File: src/hdl/bldc_guard_pkg.sv
package bldc_guard_pkg;

  // Clock and derived timing.
  localparam int CLK_HZ = 50_000_000;
  localparam int MAX_ELEC_HZ = 3000;
  // Longest electrical period that still counts as overspeed, rounded down.
  localparam int OVF_PERIOD_CYC = CLK_HZ / MAX_ELEC_HZ;
  localparam int ADV_STEP_US = 20;
  localparam int ADV_STEP_CYC = (ADV_STEP_US * CLK_HZ) / 1_000_000;
  localparam int STUCK_CYCLES = 2;
  localparam int ILIM_STEP_MA = 125;
  // Low-side surge clamp time, counted in advance steps.
  localparam logic [15:0] SURGE_TICKS = 16'h0005;

  // Register byte offsets.
  localparam logic [7:0] OFS_CTRL = 8'h00;
  localparam logic [7:0] OFS_QUAL = 8'h04;
  localparam logic [7:0] OFS_LOCKOFF = 8'h08;
  localparam logic [7:0] OFS_STATUS = 8'h0C;
  localparam logic [7:0] OFS_MASK = 8'h10;
  localparam logic [7:0] OFS_STATE = 8'h14;
  localparam logic [7:0] OFS_KT = 8'h18;

  // Field positions and widths.
  localparam int ILIM_LSB = 0;
  localparam int ILIM_W = 3;
  localparam int ADV_LSB = 3;
  localparam int ADV_W = 5;
  localparam int NUM_EV = 6;
  localparam int EV_FREQ = 0;
  localparam int EV_KT = 1;
  localparam int EV_BEMF = 2;
  localparam int EV_STUCK = 3;
  localparam int EV_SHORT = 4;
  localparam int EV_LIMIT = 5;

  // Reset values.
  localparam logic [7:0] CTRL_RST = 8'h00;
  localparam logic [15:0] QUAL_RST = 16'h0064;
  localparam logic [15:0] LOCKOFF_RST = 16'h0FA0;
  localparam logic [NUM_EV-1:0] MASK_RST = 6'h00;

  // Drive supervisor states, Gray coded along run, surge, off, short.
  typedef enum logic [1:0] {
    ST_RUN = 2'b00,
    ST_SURGE = 2'b01,
    ST_OFF = 2'b11,
    ST_SHORT = 2'b10
  } drive_state_t;

  // Saturating scaled product; used for back-EMF and resistive drop.
  function automatic logic [15:0] mul_sat(input logic [15:0] a,
                                          input logic [15:0] b,
                                          input int unsigned sh);
    logic [31:0] p;
    p = ({16'h0000, a} * {16'h0000, b}) >> sh;
    return (p > 32'h0000FFFF) ? 16'hFFFF : p[15:0];
  endfunction

  // Saturating sum, so an overflow never wraps to a tiny amplitude.
  function automatic logic [15:0] add_sat(input logic [15:0] a,
                                          input logic [15:0] b);
    logic [16:0] s;
    s = {1'b0, a} + {1'b0, b};
    return s[16] ? 16'hFFFF : s[15:0];
  endfunction

endpackage

File: src/hdl/advance_timer.sv
`timescale 1ns/1ps
// Schedules the next commutation ahead of the expected back-EMF edge.
module advance_timer (
  input wire logic pclk,
  input wire logic presetn,
  input wire logic tick,
  input wire logic zero_cross,
  input wire logic [4:0] advance_angle_code,
  output logic comm
);

  logic [15:0] elapsed_q;
  logic [15:0] period_q;
  logic armed_q;
  logic comm_q;
  logic [15:0] target_w;
  logic fire_w;

  // Target is one period minus the advance, clamped at zero.
  always_comb begin
    if (period_q > {11'h000, advance_angle_code}) begin
      target_w = period_q - {11'h000, advance_angle_code};
    end else begin
      target_w = 16'h0000;
    end
    fire_w = armed_q && !zero_cross && (elapsed_q >= target_w);
  end

  // Period is measured in advance steps between zero crossings.
  always_ff @(posedge pclk or negedge presetn) begin
    if (!presetn) begin
      elapsed_q <= 16'h0000;
      period_q <= 16'h0000;
    end else if (zero_cross) begin
      period_q <= elapsed_q;
      elapsed_q <= 16'h0000;
    end else if (tick && elapsed_q != 16'hFFFF) begin
      elapsed_q <= elapsed_q + 16'h0001;
    end
  end

  // One commutation pulse per crossing; re-armed by the next crossing.
  always_ff @(posedge pclk or negedge presetn) begin
    if (!presetn) begin
      armed_q <= 1'b0;
      comm_q <= 1'b0;
    end else begin
      comm_q <= fire_w;
      if (zero_cross) begin
        armed_q <= 1'b1;
      end else if (fire_w) begin
        armed_q <= 1'b0;
      end
    end
  end

  assign comm = comm_q;
endmodule

File: src/hdl/bldc_lock_and_surge_protect.sv
// Added by the designer: the APB register port and the register addresses.
`timescale 1ns/1ps
// Summary of operation
// - Closed loop above 3 kHz is a lock.
// - Learn constant at start, set bounds.
// - Live constant outside bounds is a lock.
// - Back-EMF over amplitude for qual time locks.
// - Open loop, no crossing for two cycles.
// - Closed loop: clamp amplitude to limit drop plus back-EMF.
// - Code zero off, else 125 mA steps.
// - Short circuit puts all phases high-impedance.
// - After short clears, reinitialise and restart.
// - Rate-limit the speed command, mostly downward.
// - Keep amplitude above computed back-EMF in closed loop.
// - On lock stop, low-side switch returns winding current.
// - Advance drive by code times 20 us.
// - Lock stops drive, then retries after delay.
module bldc_lock_and_surge_protect #(
  parameter int OVF_PERIOD = bldc_guard_pkg::OVF_PERIOD_CYC,
  parameter int KT_SHIFT = 8,
  parameter int RM_SHIFT = 8,
  parameter int KT_TOL_SHIFT = 2,
  parameter logic [15:0] RAMP_UP_STEP = 16'h0040,
  parameter logic [15:0] RAMP_DN_STEP = 16'h0008
) (
  input wire logic pclk,
  input wire logic presetn,
  input wire logic psel,
  input wire logic penable,
  input wire logic pwrite,
  input wire logic [7:0] paddr,
  input wire logic [31:0] pwdata,
  output logic [31:0] prdata,
  output logic pready,
  output logic pslverr,
  output logic irq,
  input wire logic closed_loop,
  input wire logic open_loop,
  input wire logic above_handoff,
  input wire logic elec_tick,
  input wire logic zero_cross,
  input wire logic kt_learn,
  input wire logic [15:0] bemf_integral,
  input wire logic kt_live_valid,
  input wire logic [15:0] kt_live,
  input wire logic [15:0] speed,
  input wire logic [15:0] speed_cmd,
  input wire logic [15:0] motor_resistance,
  input wire logic short_circuit_threshold,
  output logic drive_en,
  output logic low_side_switch,
  output logic [15:0] amplitude,
  output logic comm_advance,
  output logic restart_req,
  output logic init_req
);

  bldc_guard_pkg::drive_state_t state_q, state_d;
  logic [7:0] ctrl_q;
  logic [15:0] qual_q, lockoff_q, wait_q, tick_cnt_q, qual_cnt_q;
  logic [bldc_guard_pkg::NUM_EV-1:0] status_q, mask_q, ev_w, w1c_w;
  logic [31:0] prdata_q, rd_w;
  logic pready_q, pslverr_q, irq_q, tick_q, addr_ok_w, wr_w;
  logic [16:0] per_cnt_q;
  logic [1:0] ol_cyc_q;
  logic [15:0] bemf_constant, bemf_const_lower_bound, bemf_const_upper_bound;
  logic kt_valid_q;
  logic [15:0] bemf_q, ramp_q, amp_q, lim_w, floor_w, dem_w, ilim_ma_w;
  logic limit_on_w, limiting_w, limiting_q, bemf_over_w, run_w;
  logic lock_freq_w, lock_kt_w, lock_bemf_w, lock_stuck_w, lock_evt_w;
  logic drive_en_q, low_side_q, restart_q, init_q;
  logic [2:0] current_limit_code;
  logic [4:0] advance_angle_code;

  assign current_limit_code = ctrl_q[bldc_guard_pkg::ILIM_LSB +:
                                     bldc_guard_pkg::ILIM_W];
  assign advance_angle_code = ctrl_q[bldc_guard_pkg::ADV_LSB +:
                                     bldc_guard_pkg::ADV_W];
  assign run_w = (state_q == bldc_guard_pkg::ST_RUN);

  // Divider giving one pulse per advance step; also paces ramps and waits.
  always_ff @(posedge pclk or negedge presetn) begin
    if (!presetn) begin
      tick_cnt_q <= 16'h0000;
      tick_q <= 1'b0;
    end else if (tick_cnt_q == 16'(bldc_guard_pkg::ADV_STEP_CYC - 1)) begin
      tick_cnt_q <= 16'h0000;
      tick_q <= 1'b1;
    end else begin
      tick_cnt_q <= tick_cnt_q + 16'h0001;
      tick_q <= 1'b0;
    end
  end

  // APB decode: one wait-free access phase, pready registered in setup.
  always_comb begin
    addr_ok_w = 1'b1;
    rd_w = 32'h0000_0000;
    case (paddr)
      bldc_guard_pkg::OFS_CTRL: rd_w = {24'h000000, ctrl_q};
      bldc_guard_pkg::OFS_QUAL: rd_w = {16'h0000, qual_q};
      bldc_guard_pkg::OFS_LOCKOFF: rd_w = {16'h0000, lockoff_q};
      bldc_guard_pkg::OFS_STATUS: rd_w = {26'h0, status_q};
      bldc_guard_pkg::OFS_MASK: rd_w = {26'h0, mask_q};
      bldc_guard_pkg::OFS_STATE:
        rd_w = {28'h0000000, limiting_q, kt_valid_q, state_q};
      bldc_guard_pkg::OFS_KT:
        rd_w = {bemf_const_upper_bound, bemf_constant};
      default: addr_ok_w = 1'b0;
    endcase
  end

  assign wr_w = psel && penable && pready_q && pwrite && !pslverr_q;

  always_ff @(posedge pclk or negedge presetn) begin
    if (!presetn) begin
      pready_q <= 1'b0;
      pslverr_q <= 1'b0;
      prdata_q <= 32'h0000_0000;
    end else begin
      pready_q <= psel && !penable;
      pslverr_q <= psel && !penable && !addr_ok_w;
      if (psel && !penable) begin
        prdata_q <= rd_w;
      end
    end
  end

  // Software-written configuration; this steers the limit and advance.
  always_ff @(posedge pclk or negedge presetn) begin
    if (!presetn) begin
      ctrl_q <= bldc_guard_pkg::CTRL_RST;
      qual_q <= bldc_guard_pkg::QUAL_RST;
      lockoff_q <= bldc_guard_pkg::LOCKOFF_RST;
      mask_q <= bldc_guard_pkg::MASK_RST;
    end else if (wr_w) begin
      case (paddr)
        bldc_guard_pkg::OFS_CTRL: ctrl_q <= pwdata[7:0];
        bldc_guard_pkg::OFS_QUAL: qual_q <= pwdata[15:0];
        bldc_guard_pkg::OFS_LOCKOFF: lockoff_q <= pwdata[15:0];
        bldc_guard_pkg::OFS_MASK: mask_q <= pwdata[5:0];
        default: ;
      endcase
    end
  end

  // Sticky status; a new event in the clearing cycle wins over the clear.
  assign w1c_w = (wr_w && paddr == bldc_guard_pkg::OFS_STATUS) ?
                 pwdata[5:0] : 6'h00;
  assign ev_w = {limiting_w && !limiting_q,
                 short_circuit_threshold && state_q != bldc_guard_pkg::ST_SHORT,
                 lock_stuck_w, lock_bemf_w, lock_kt_w, lock_freq_w};

  always_ff @(posedge pclk or negedge presetn) begin
    if (!presetn) begin
      status_q <= 6'h00;
      irq_q <= 1'b0;
    end else begin
      status_q <= (status_q & ~w1c_w) | ev_w;
      irq_q <= |(status_q & mask_q);
    end
  end

  // Electrical period in clock cycles; saturated until the next run.
  always_ff @(posedge pclk or negedge presetn) begin
    if (!presetn) begin
      per_cnt_q <= 17'h1FFFF;
    end else if (!run_w) begin
      per_cnt_q <= 17'h1FFFF;
    end else if (elec_tick) begin
      per_cnt_q <= 17'h00000;
    end else if (per_cnt_q != 17'h1FFFF) begin
      per_cnt_q <= per_cnt_q + 17'h00001;
    end
  end

  assign lock_freq_w = closed_loop && run_w && elec_tick &&
                       (per_cnt_q < 17'(OVF_PERIOD));

  // Constant learned on each kt_learn pulse except in an init_q cycle, bounds placed around it.
  always_ff @(posedge pclk or negedge presetn) begin
    if (!presetn) begin
      bemf_constant <= 16'h0000;
      bemf_const_lower_bound <= 16'h0000;
      bemf_const_upper_bound <= 16'hFFFF;
      kt_valid_q <= 1'b0;
    end else if (init_q) begin
      kt_valid_q <= 1'b0;
    end else if (kt_learn) begin
      bemf_constant <= bemf_integral;
      bemf_const_lower_bound <= bemf_integral - (bemf_integral >> KT_TOL_SHIFT);
      bemf_const_upper_bound <= bldc_guard_pkg::add_sat(bemf_integral,
                                  bemf_integral >> KT_TOL_SHIFT);
      kt_valid_q <= 1'b1;
    end
  end

  assign lock_kt_w = closed_loop && run_w && kt_valid_q && kt_live_valid &&
                     (kt_live < bemf_const_lower_bound ||
                      kt_live > bemf_const_upper_bound);

  // Open-loop stuck: electrical cycles seen since the last zero crossing.
  always_ff @(posedge pclk or negedge presetn) begin
    if (!presetn) begin
      ol_cyc_q <= 2'h0;
    end else if (zero_cross || !open_loop || !run_w) begin
      ol_cyc_q <= 2'h0;
    end else if (elec_tick && above_handoff && ol_cyc_q != 2'h3) begin
      ol_cyc_q <= ol_cyc_q + 2'h1;
    end
  end

  assign lock_stuck_w = open_loop && above_handoff && run_w && elec_tick &&
                        !zero_cross &&
                        ol_cyc_q == 2'(bldc_guard_pkg::STUCK_CYCLES - 1);

  // Back-EMF estimate from speed and the learned constant.
  always_ff @(posedge pclk or negedge presetn) begin
    if (!presetn) begin
      bemf_q <= 16'h0000;
    end else begin
      bemf_q <= bldc_guard_pkg::mul_sat(speed, bemf_constant, KT_SHIFT);
    end
  end

  // Soft limit and surge floor; the limit never raises a fault itself.
  always_comb begin
    ilim_ma_w = 16'(current_limit_code) *
                16'(bldc_guard_pkg::ILIM_STEP_MA);
    lim_w = bldc_guard_pkg::add_sat(
              bldc_guard_pkg::mul_sat(ilim_ma_w, motor_resistance, RM_SHIFT),
              bemf_q);
    floor_w = bldc_guard_pkg::add_sat(bemf_q, 16'h0001);
    limit_on_w = closed_loop && run_w && current_limit_code != 3'h0;
    limiting_w = limit_on_w && (ramp_q > lim_w);
    dem_w = limiting_w ? lim_w : ramp_q;
    bemf_over_w = closed_loop && run_w && (bemf_q > dem_w);
  end

  // Buffered command slews slowly downward so the rotor cannot regenerate.
  always_ff @(posedge pclk or negedge presetn) begin
    if (!presetn) begin
      ramp_q <= 16'h0000;
    end else if (tick_q) begin
      if (speed_cmd > ramp_q) begin
        ramp_q <= (speed_cmd - ramp_q > RAMP_UP_STEP) ?
                  ramp_q + RAMP_UP_STEP : speed_cmd;
      end else if (speed_cmd < ramp_q) begin
        ramp_q <= (ramp_q - speed_cmd > RAMP_DN_STEP) ?
                  ramp_q - RAMP_DN_STEP : speed_cmd;
      end
    end
  end

  // Applied amplitude: zero when not driving, floored above back-EMF in closed loop.
  always_ff @(posedge pclk or negedge presetn) begin
    if (!presetn) begin
      amp_q <= 16'h0000;
      limiting_q <= 1'b0;
    end else begin
      limiting_q <= limiting_w;
      if (!run_w) begin
        amp_q <= 16'h0000;
      end else if (closed_loop && dem_w < floor_w) begin
        amp_q <= floor_w;
      end else begin
        amp_q <= dem_w;
      end
    end
  end

  // Demanded amplitude below back-EMF for the qualification time locks.
  always_ff @(posedge pclk or negedge presetn) begin
    if (!presetn) begin
      qual_cnt_q <= 16'h0000;
    end else if (!bemf_over_w) begin
      qual_cnt_q <= 16'h0000;
    end else if (tick_q && qual_cnt_q != 16'hFFFF) begin
      qual_cnt_q <= qual_cnt_q + 16'h0001;
    end
  end

  assign lock_bemf_w = bemf_over_w && (qual_cnt_q >= qual_q);
  assign lock_evt_w = lock_freq_w || lock_kt_w || lock_bemf_w ||
                      lock_stuck_w;

  // Supervisor; a short overrides everything, even a surge clamp.
  always_comb begin
    state_d = state_q;
    if (short_circuit_threshold &&
        state_q != bldc_guard_pkg::ST_SHORT) begin
      state_d = bldc_guard_pkg::ST_SHORT;
    end else begin
      case (state_q)
        bldc_guard_pkg::ST_RUN:
          if (lock_evt_w) state_d = bldc_guard_pkg::ST_SURGE;
        bldc_guard_pkg::ST_SURGE:
          if (tick_q && wait_q == bldc_guard_pkg::SURGE_TICKS - 16'h0001)
            state_d = bldc_guard_pkg::ST_OFF;
        bldc_guard_pkg::ST_OFF:
          if (wait_q >= lockoff_q) state_d = bldc_guard_pkg::ST_RUN;
        bldc_guard_pkg::ST_SHORT:
          if (!short_circuit_threshold) state_d = bldc_guard_pkg::ST_RUN;
        default: state_d = bldc_guard_pkg::ST_RUN;
      endcase
    end
  end

  // Wait counter in advance steps, restarted on every state change.
  always_ff @(posedge pclk or negedge presetn) begin
    if (!presetn) begin
      state_q <= bldc_guard_pkg::ST_RUN;
      wait_q <= 16'h0000;
    end else begin
      state_q <= state_d;
      if (state_d != state_q) begin
        wait_q <= 16'h0000;
      end else if (tick_q && wait_q != 16'hFFFF) begin
        wait_q <= wait_q + 16'h0001;
      end
    end
  end

  // Phase controls follow the next state so the stop lands in the same cycle as state_q.
  always_ff @(posedge pclk or negedge presetn) begin
    if (!presetn) begin
      drive_en_q <= 1'b0;
      low_side_q <= 1'b0;
      restart_q <= 1'b0;
      init_q <= 1'b0;
    end else begin
      drive_en_q <= (state_d == bldc_guard_pkg::ST_RUN);
      low_side_q <= (state_d == bldc_guard_pkg::ST_SURGE);
      restart_q <= (state_q == bldc_guard_pkg::ST_OFF) &&
                   (state_d == bldc_guard_pkg::ST_RUN);
      init_q <= (state_q == bldc_guard_pkg::ST_SHORT) &&
                (state_d == bldc_guard_pkg::ST_RUN);
    end
  end

  advance_timer u_adv (
    .pclk(pclk),
    .presetn(presetn),
    .tick(tick_q),
    .zero_cross(zero_cross),
    .advance_angle_code(advance_angle_code),
    .comm(comm_advance)
  );

  assign prdata = prdata_q;
  assign pready = pready_q;
  assign pslverr = pslverr_q;
  assign irq = irq_q;
  assign drive_en = drive_en_q;
  assign low_side_switch = low_side_q;
  assign amplitude = amp_q;
  assign restart_req = restart_q;
  assign init_req = init_q;
endmodule

File: config.mk
export PLATFORM = sky130hd
export DESIGN_NAME = bldc_lock_and_surge_protect
export DESIGN_NICKNAME = d
export VERILOG_FILES = /design/src/hdl/bldc_guard_pkg.sv /design/src/hdl/advance_timer.sv /design/src/hdl/bldc_lock_and_surge_protect.sv
export SDC_FILE = /design/constraint.sdc
export NUM_CORES = 2
export LEC_CHECK = 0
export BUFFER_PORTS_ARGS = -buffer_cell sky130_fd_sc_hd__buf_2
export CAP_MARGIN = 0
export CORE_MARGIN = 2
export CORE_UTILIZATION = 58
export CTS_CLUSTER_SIZE = 16
export DETAILED_ROUTE_END_ITERATION = 8
export GPL_TIMING_DRIVEN = 1
export PLACE_DENSITY = 0.76
export SLEW_MARGIN = 20
export SYNTH_ARGS = -nofsm -noshare
export SYNTH_HDL_FRONTEND = slang
export SYNTH_SLANG_ARGS = --single-unit
File: constraint.sdc
create_clock -name pclk -period 14.9 [get_ports pclk]
set_input_delay 2.98 -clock pclk [delete_from_list [all_inputs] [get_ports pclk]]
set_output_delay 2.98 -clock pclk [all_outputs]
set_load 0.02 [all_outputs]
==> impl_results.md <==
- Core Rows: 88
- HP Class: flop to flop
- Ratio of cells with drive above 1 in the final layout: 11.6%
- Setup crit start: motor_resistance[5]
- Finished Cell Area: 37100 um2
- Core Box Area: 57700 um2
- Critical path's slowest cell: fa_1
- VDD IR max: 0.321 mV
- Cell variety after synth: 84
- Root buffer cell: clkbuf_16
- Area contributors post-synth: dfrtp_1 (19%), fa_1 (18%), ha_1 (14%), inv_1 (6.2%), nand2_1 (5.2%)
- Startpoint types: input pin
- Number of flops mapped to enable cells by yosys: 0
- R2r setup slk: 0.86 ns
- Critical Path Max Stage Delay: 0.56 ns
- Final Max Slew Viols: 0
- Iter 0 DRT Violations: 1780
- Gate power share: 65.1%
- Final period util: 96.0%
- First-pass GRT wire length: 139 mm
- Relative slew margins: 32.4%
- Crit-path most repeated cell: a21o_1
- Longest Clk Path Bufs: 3
- Routed vias/inst: 5.76
- Antenna Nets Post-Route: 0
- Pwr/cell area: 148 nW/um2
- Tot GR Track Use: 28.4%
- Register share of total power: 17.4%
- Area share of the largest cell type after synthesis: 18.6%
- Initial Utilization: 58.6%
- Psw: 2.48 mW
- Asr flop ratio synth: 100%
- Die area: 60200 um2
- Register area share after synthesis: 21.8%
- Max-Cap Viols: 0
- Drt pass-1 iters: 8
- Required time worst endpoint: 15.31 ns
- Placed Area: 35700 um2
- Post-Syn Nets: 4656
- CTS tree: yes
- Dpl hpwl: 65.9 mm
- Via count: 27500
- Final net count: 4800
- Final wirelength: 84.4 mm
- Final-report hold violation count: 0
- Worst r2r src: ctrl_q[0]$_DFFE_PN0P_
- Number of port buffers: 172
- DRC: 0
- Fmax: 69.9 MHz
- Largest net degree at the start of global routing: 107
- # fillers: 4918
- Top FF cell, synth: dfrtp_1
- GPL Wtd Cong: 0.933
- Outcome: finished clean
- Cell Int Power: 2.99 mW
- Clock power share: 17.5%
- Synth-to-Final Area Change: 9.58%
- Crit Path Category: input pin to flop
- Worst skew pair latency: 0.56 ns
- Max Clock Skew: 0.0258 ns
- Register clock-pin slew on the reported worst setup and hold paths: 0.06 ns
- Minimum clock period: 14.30 ns
- CTS sink count: 293
- Syn_area_per_cell: 8.84 um2
- Ys Warns: 0
- CTS buffer count: 35
- Die width: 245 um
- Initial antenna violation count: 10
- Vias in the first global route: 27500
- FF+latch count, synth: 293
- Switch share: 45.3%
- Crit-path max FO: 13
- Yosys top cell by area: dfrtp_1
- Total gr overflow: 0
- Final core utilization: 64.2%
- Critical path capture point type: flop
- Lkg Pwr: 18.8 nW
- Post-Syn Area: 33800 um2
- Post-detailed-route wirelength per cell: 17.7 um
- Final setup TNS: 0 ns
- Worst EP arrival: 14.71 ns
- Hold path startpoint: prdata[21]$_DFFE_PN0P_
- I/O pins: 189
- Die height: 245 um
- Final setup violation count: 0
- Post-synthesis cell count: 3824
- H-tree depth: 2
- CTS Hold Bufs: 0
- Slew @ Worst Pin: 1.00 ns
## through the flow
stage | std cells | setup slack (ns) | total power, mW | hold WS, ns
after floorplan | 3824 | 0.261 | 3.68 | 0.433
after global placement | 4693 | -0.0262 | 4.41 | 0.447
after detailed placement | 4693 | -0.168 | 4.49 | 0.451
after CTS | 4756 | 0.332 | 5.49 | 0.464
after global routing | 4766 | -0.0258 | 6.01 | 0.486
final | 4766 | 0.598 | 5.47 | 0.460
## registers in the layout, summed over array words and instances, names as in the netlist, 8 cells and up
name	cells
ramp_q	16
amplitude	16
prdata	32
u_adv.period_q	16
bemf_const_lower_bound	16
qual_q	16
bemf_q	16
lockoff_q	16
bemf_const_upper_bound	16
ctrl_q	8
tick_cnt_q	16
u_adv.elapsed_q	16
per_cnt_q	17
qual_cnt_q	16
wait_q	16
bemf_constant	16
## logic make-up after synthesis
| kind of cell | synth area share (%) |
|---|---|
| multiplexers | 2.85 |
| XOR/XNOR | 4.22 |
| buffers and inverters | 7.88 |
| AND/OR/NAND/NOR | 17.9 |
| AO/OA/AOI/OAI | 12.5 |
| adder cells (fa/ha/maj) | 32.8 |
| flip-flops | 21.8 |
## layout by cell type, fill, tap and decap left out, types with 78 or more instances in the layout
| cell type | Yosys | final |
|---|---|---|
| nand2_1 | 471 | 471 |
| a21o_1 | 78 | 78 |
| dfrtp_1 | 251 | 251 |
| nand3_1 | 92 | 92 |
| buf_2 | 13 | 171 |
| and2_1 | 171 | 171 |
| xnor2_1 | 95 | 95 |
| fa_1 | 311 | 311 |
| ha_1 | 388 | 387 |
| a21oi_1 | 121 | 121 |
| nor2_1 | 189 | 187 |
| inv_1 | 557 | 557 |
| o21ai_0 | 164 | 162 |
## critical path: cells and delay by family
family / cells / cell delay [ns]
simple gates: 11 / 1.85
compound gates: 23 / 4.74
buf+inv: 10 / 1.36
fa+ha+maj: 9 / 3.77
## synthesized netlist by cell type, types with 65 or more instances
cell type / number
fa_1: 311
clkbuf_1: 122
xnor2_1: 95
o21ai_0: 164
a21oi_1: 121
nor2_1: 189
dfrtp_1: 251
nand2_1: 471
xor2_1: 68
a21o_1: 78
nand3_1: 92
ha_1: 388
and2_1: 171
inv_1: 557
mux2_2: 65
## routing by layer
metal	global-route usage, %	wire, um	vias to the layer above	part of all wire, %
met5	0	35	-	0.041
met2	47.9	40400	790	48
met3	3.93	4920	163	5.8
met1	37.9	36400	13500	43
li1	-	-	13000	-
met4	9.23	2690	6	3.2
## final timing paths
kind	depth (start not counted)	end
setup / recovery	53	amplitude[7]$_DFF_PN0_
hold / removal	2	prdata[21]$_DFFE_PN0P_
setup reg to reg	57	amplitude[7]$_DFF_PN0_
hold reg to reg	2	prdata[21]$_DFFE_PN0P_
max in group asynchronous	2	prdata[27]$_DFFE_PN0P_
min in group asynchronous	1	u_adv.comm$_DFF_PN0_
## final cells by class
cell class / count / area, um2 / area share (%)
Inverter: 557 / 2090 / 5.64
Sequential cell: 293 / 7380 / 19.9
Timing Repair Buffer: 250 / 1480 / 3.98
Multi-Input combinational cell: 2831 / 23800 / 64.3
Antenna cell: 7 / 17.5 / 0.0473
Tap cell: 765 / 957 / 2.58
Clock buffer: 43 / 956 / 2.58
Clock inverter: 20 / 328 / 0.885
## power groups by stage
stage | Sequential, mW | Combinational, mW | Clock (mW)
5_1_grt | 0.958 | 4.05 | 1.00
4_1_cts | 0.949 | 3.57 | 0.975
3_5_place_dp | 0.963 | 3.53 | 0
3_3_place_gp | 0.961 | 3.45 | 0
2_1_floorplan | 0.929 | 2.75 | 0
6_report | 0.951 | 3.56 | 0.957
## repair_timing
item | in CTS | in global routing
gates resized for setup | 0 | 15
endpoints found under the setup margin | 0 | 35
setup buffers | 0 | 2
(Power assumes the default switching activity.)
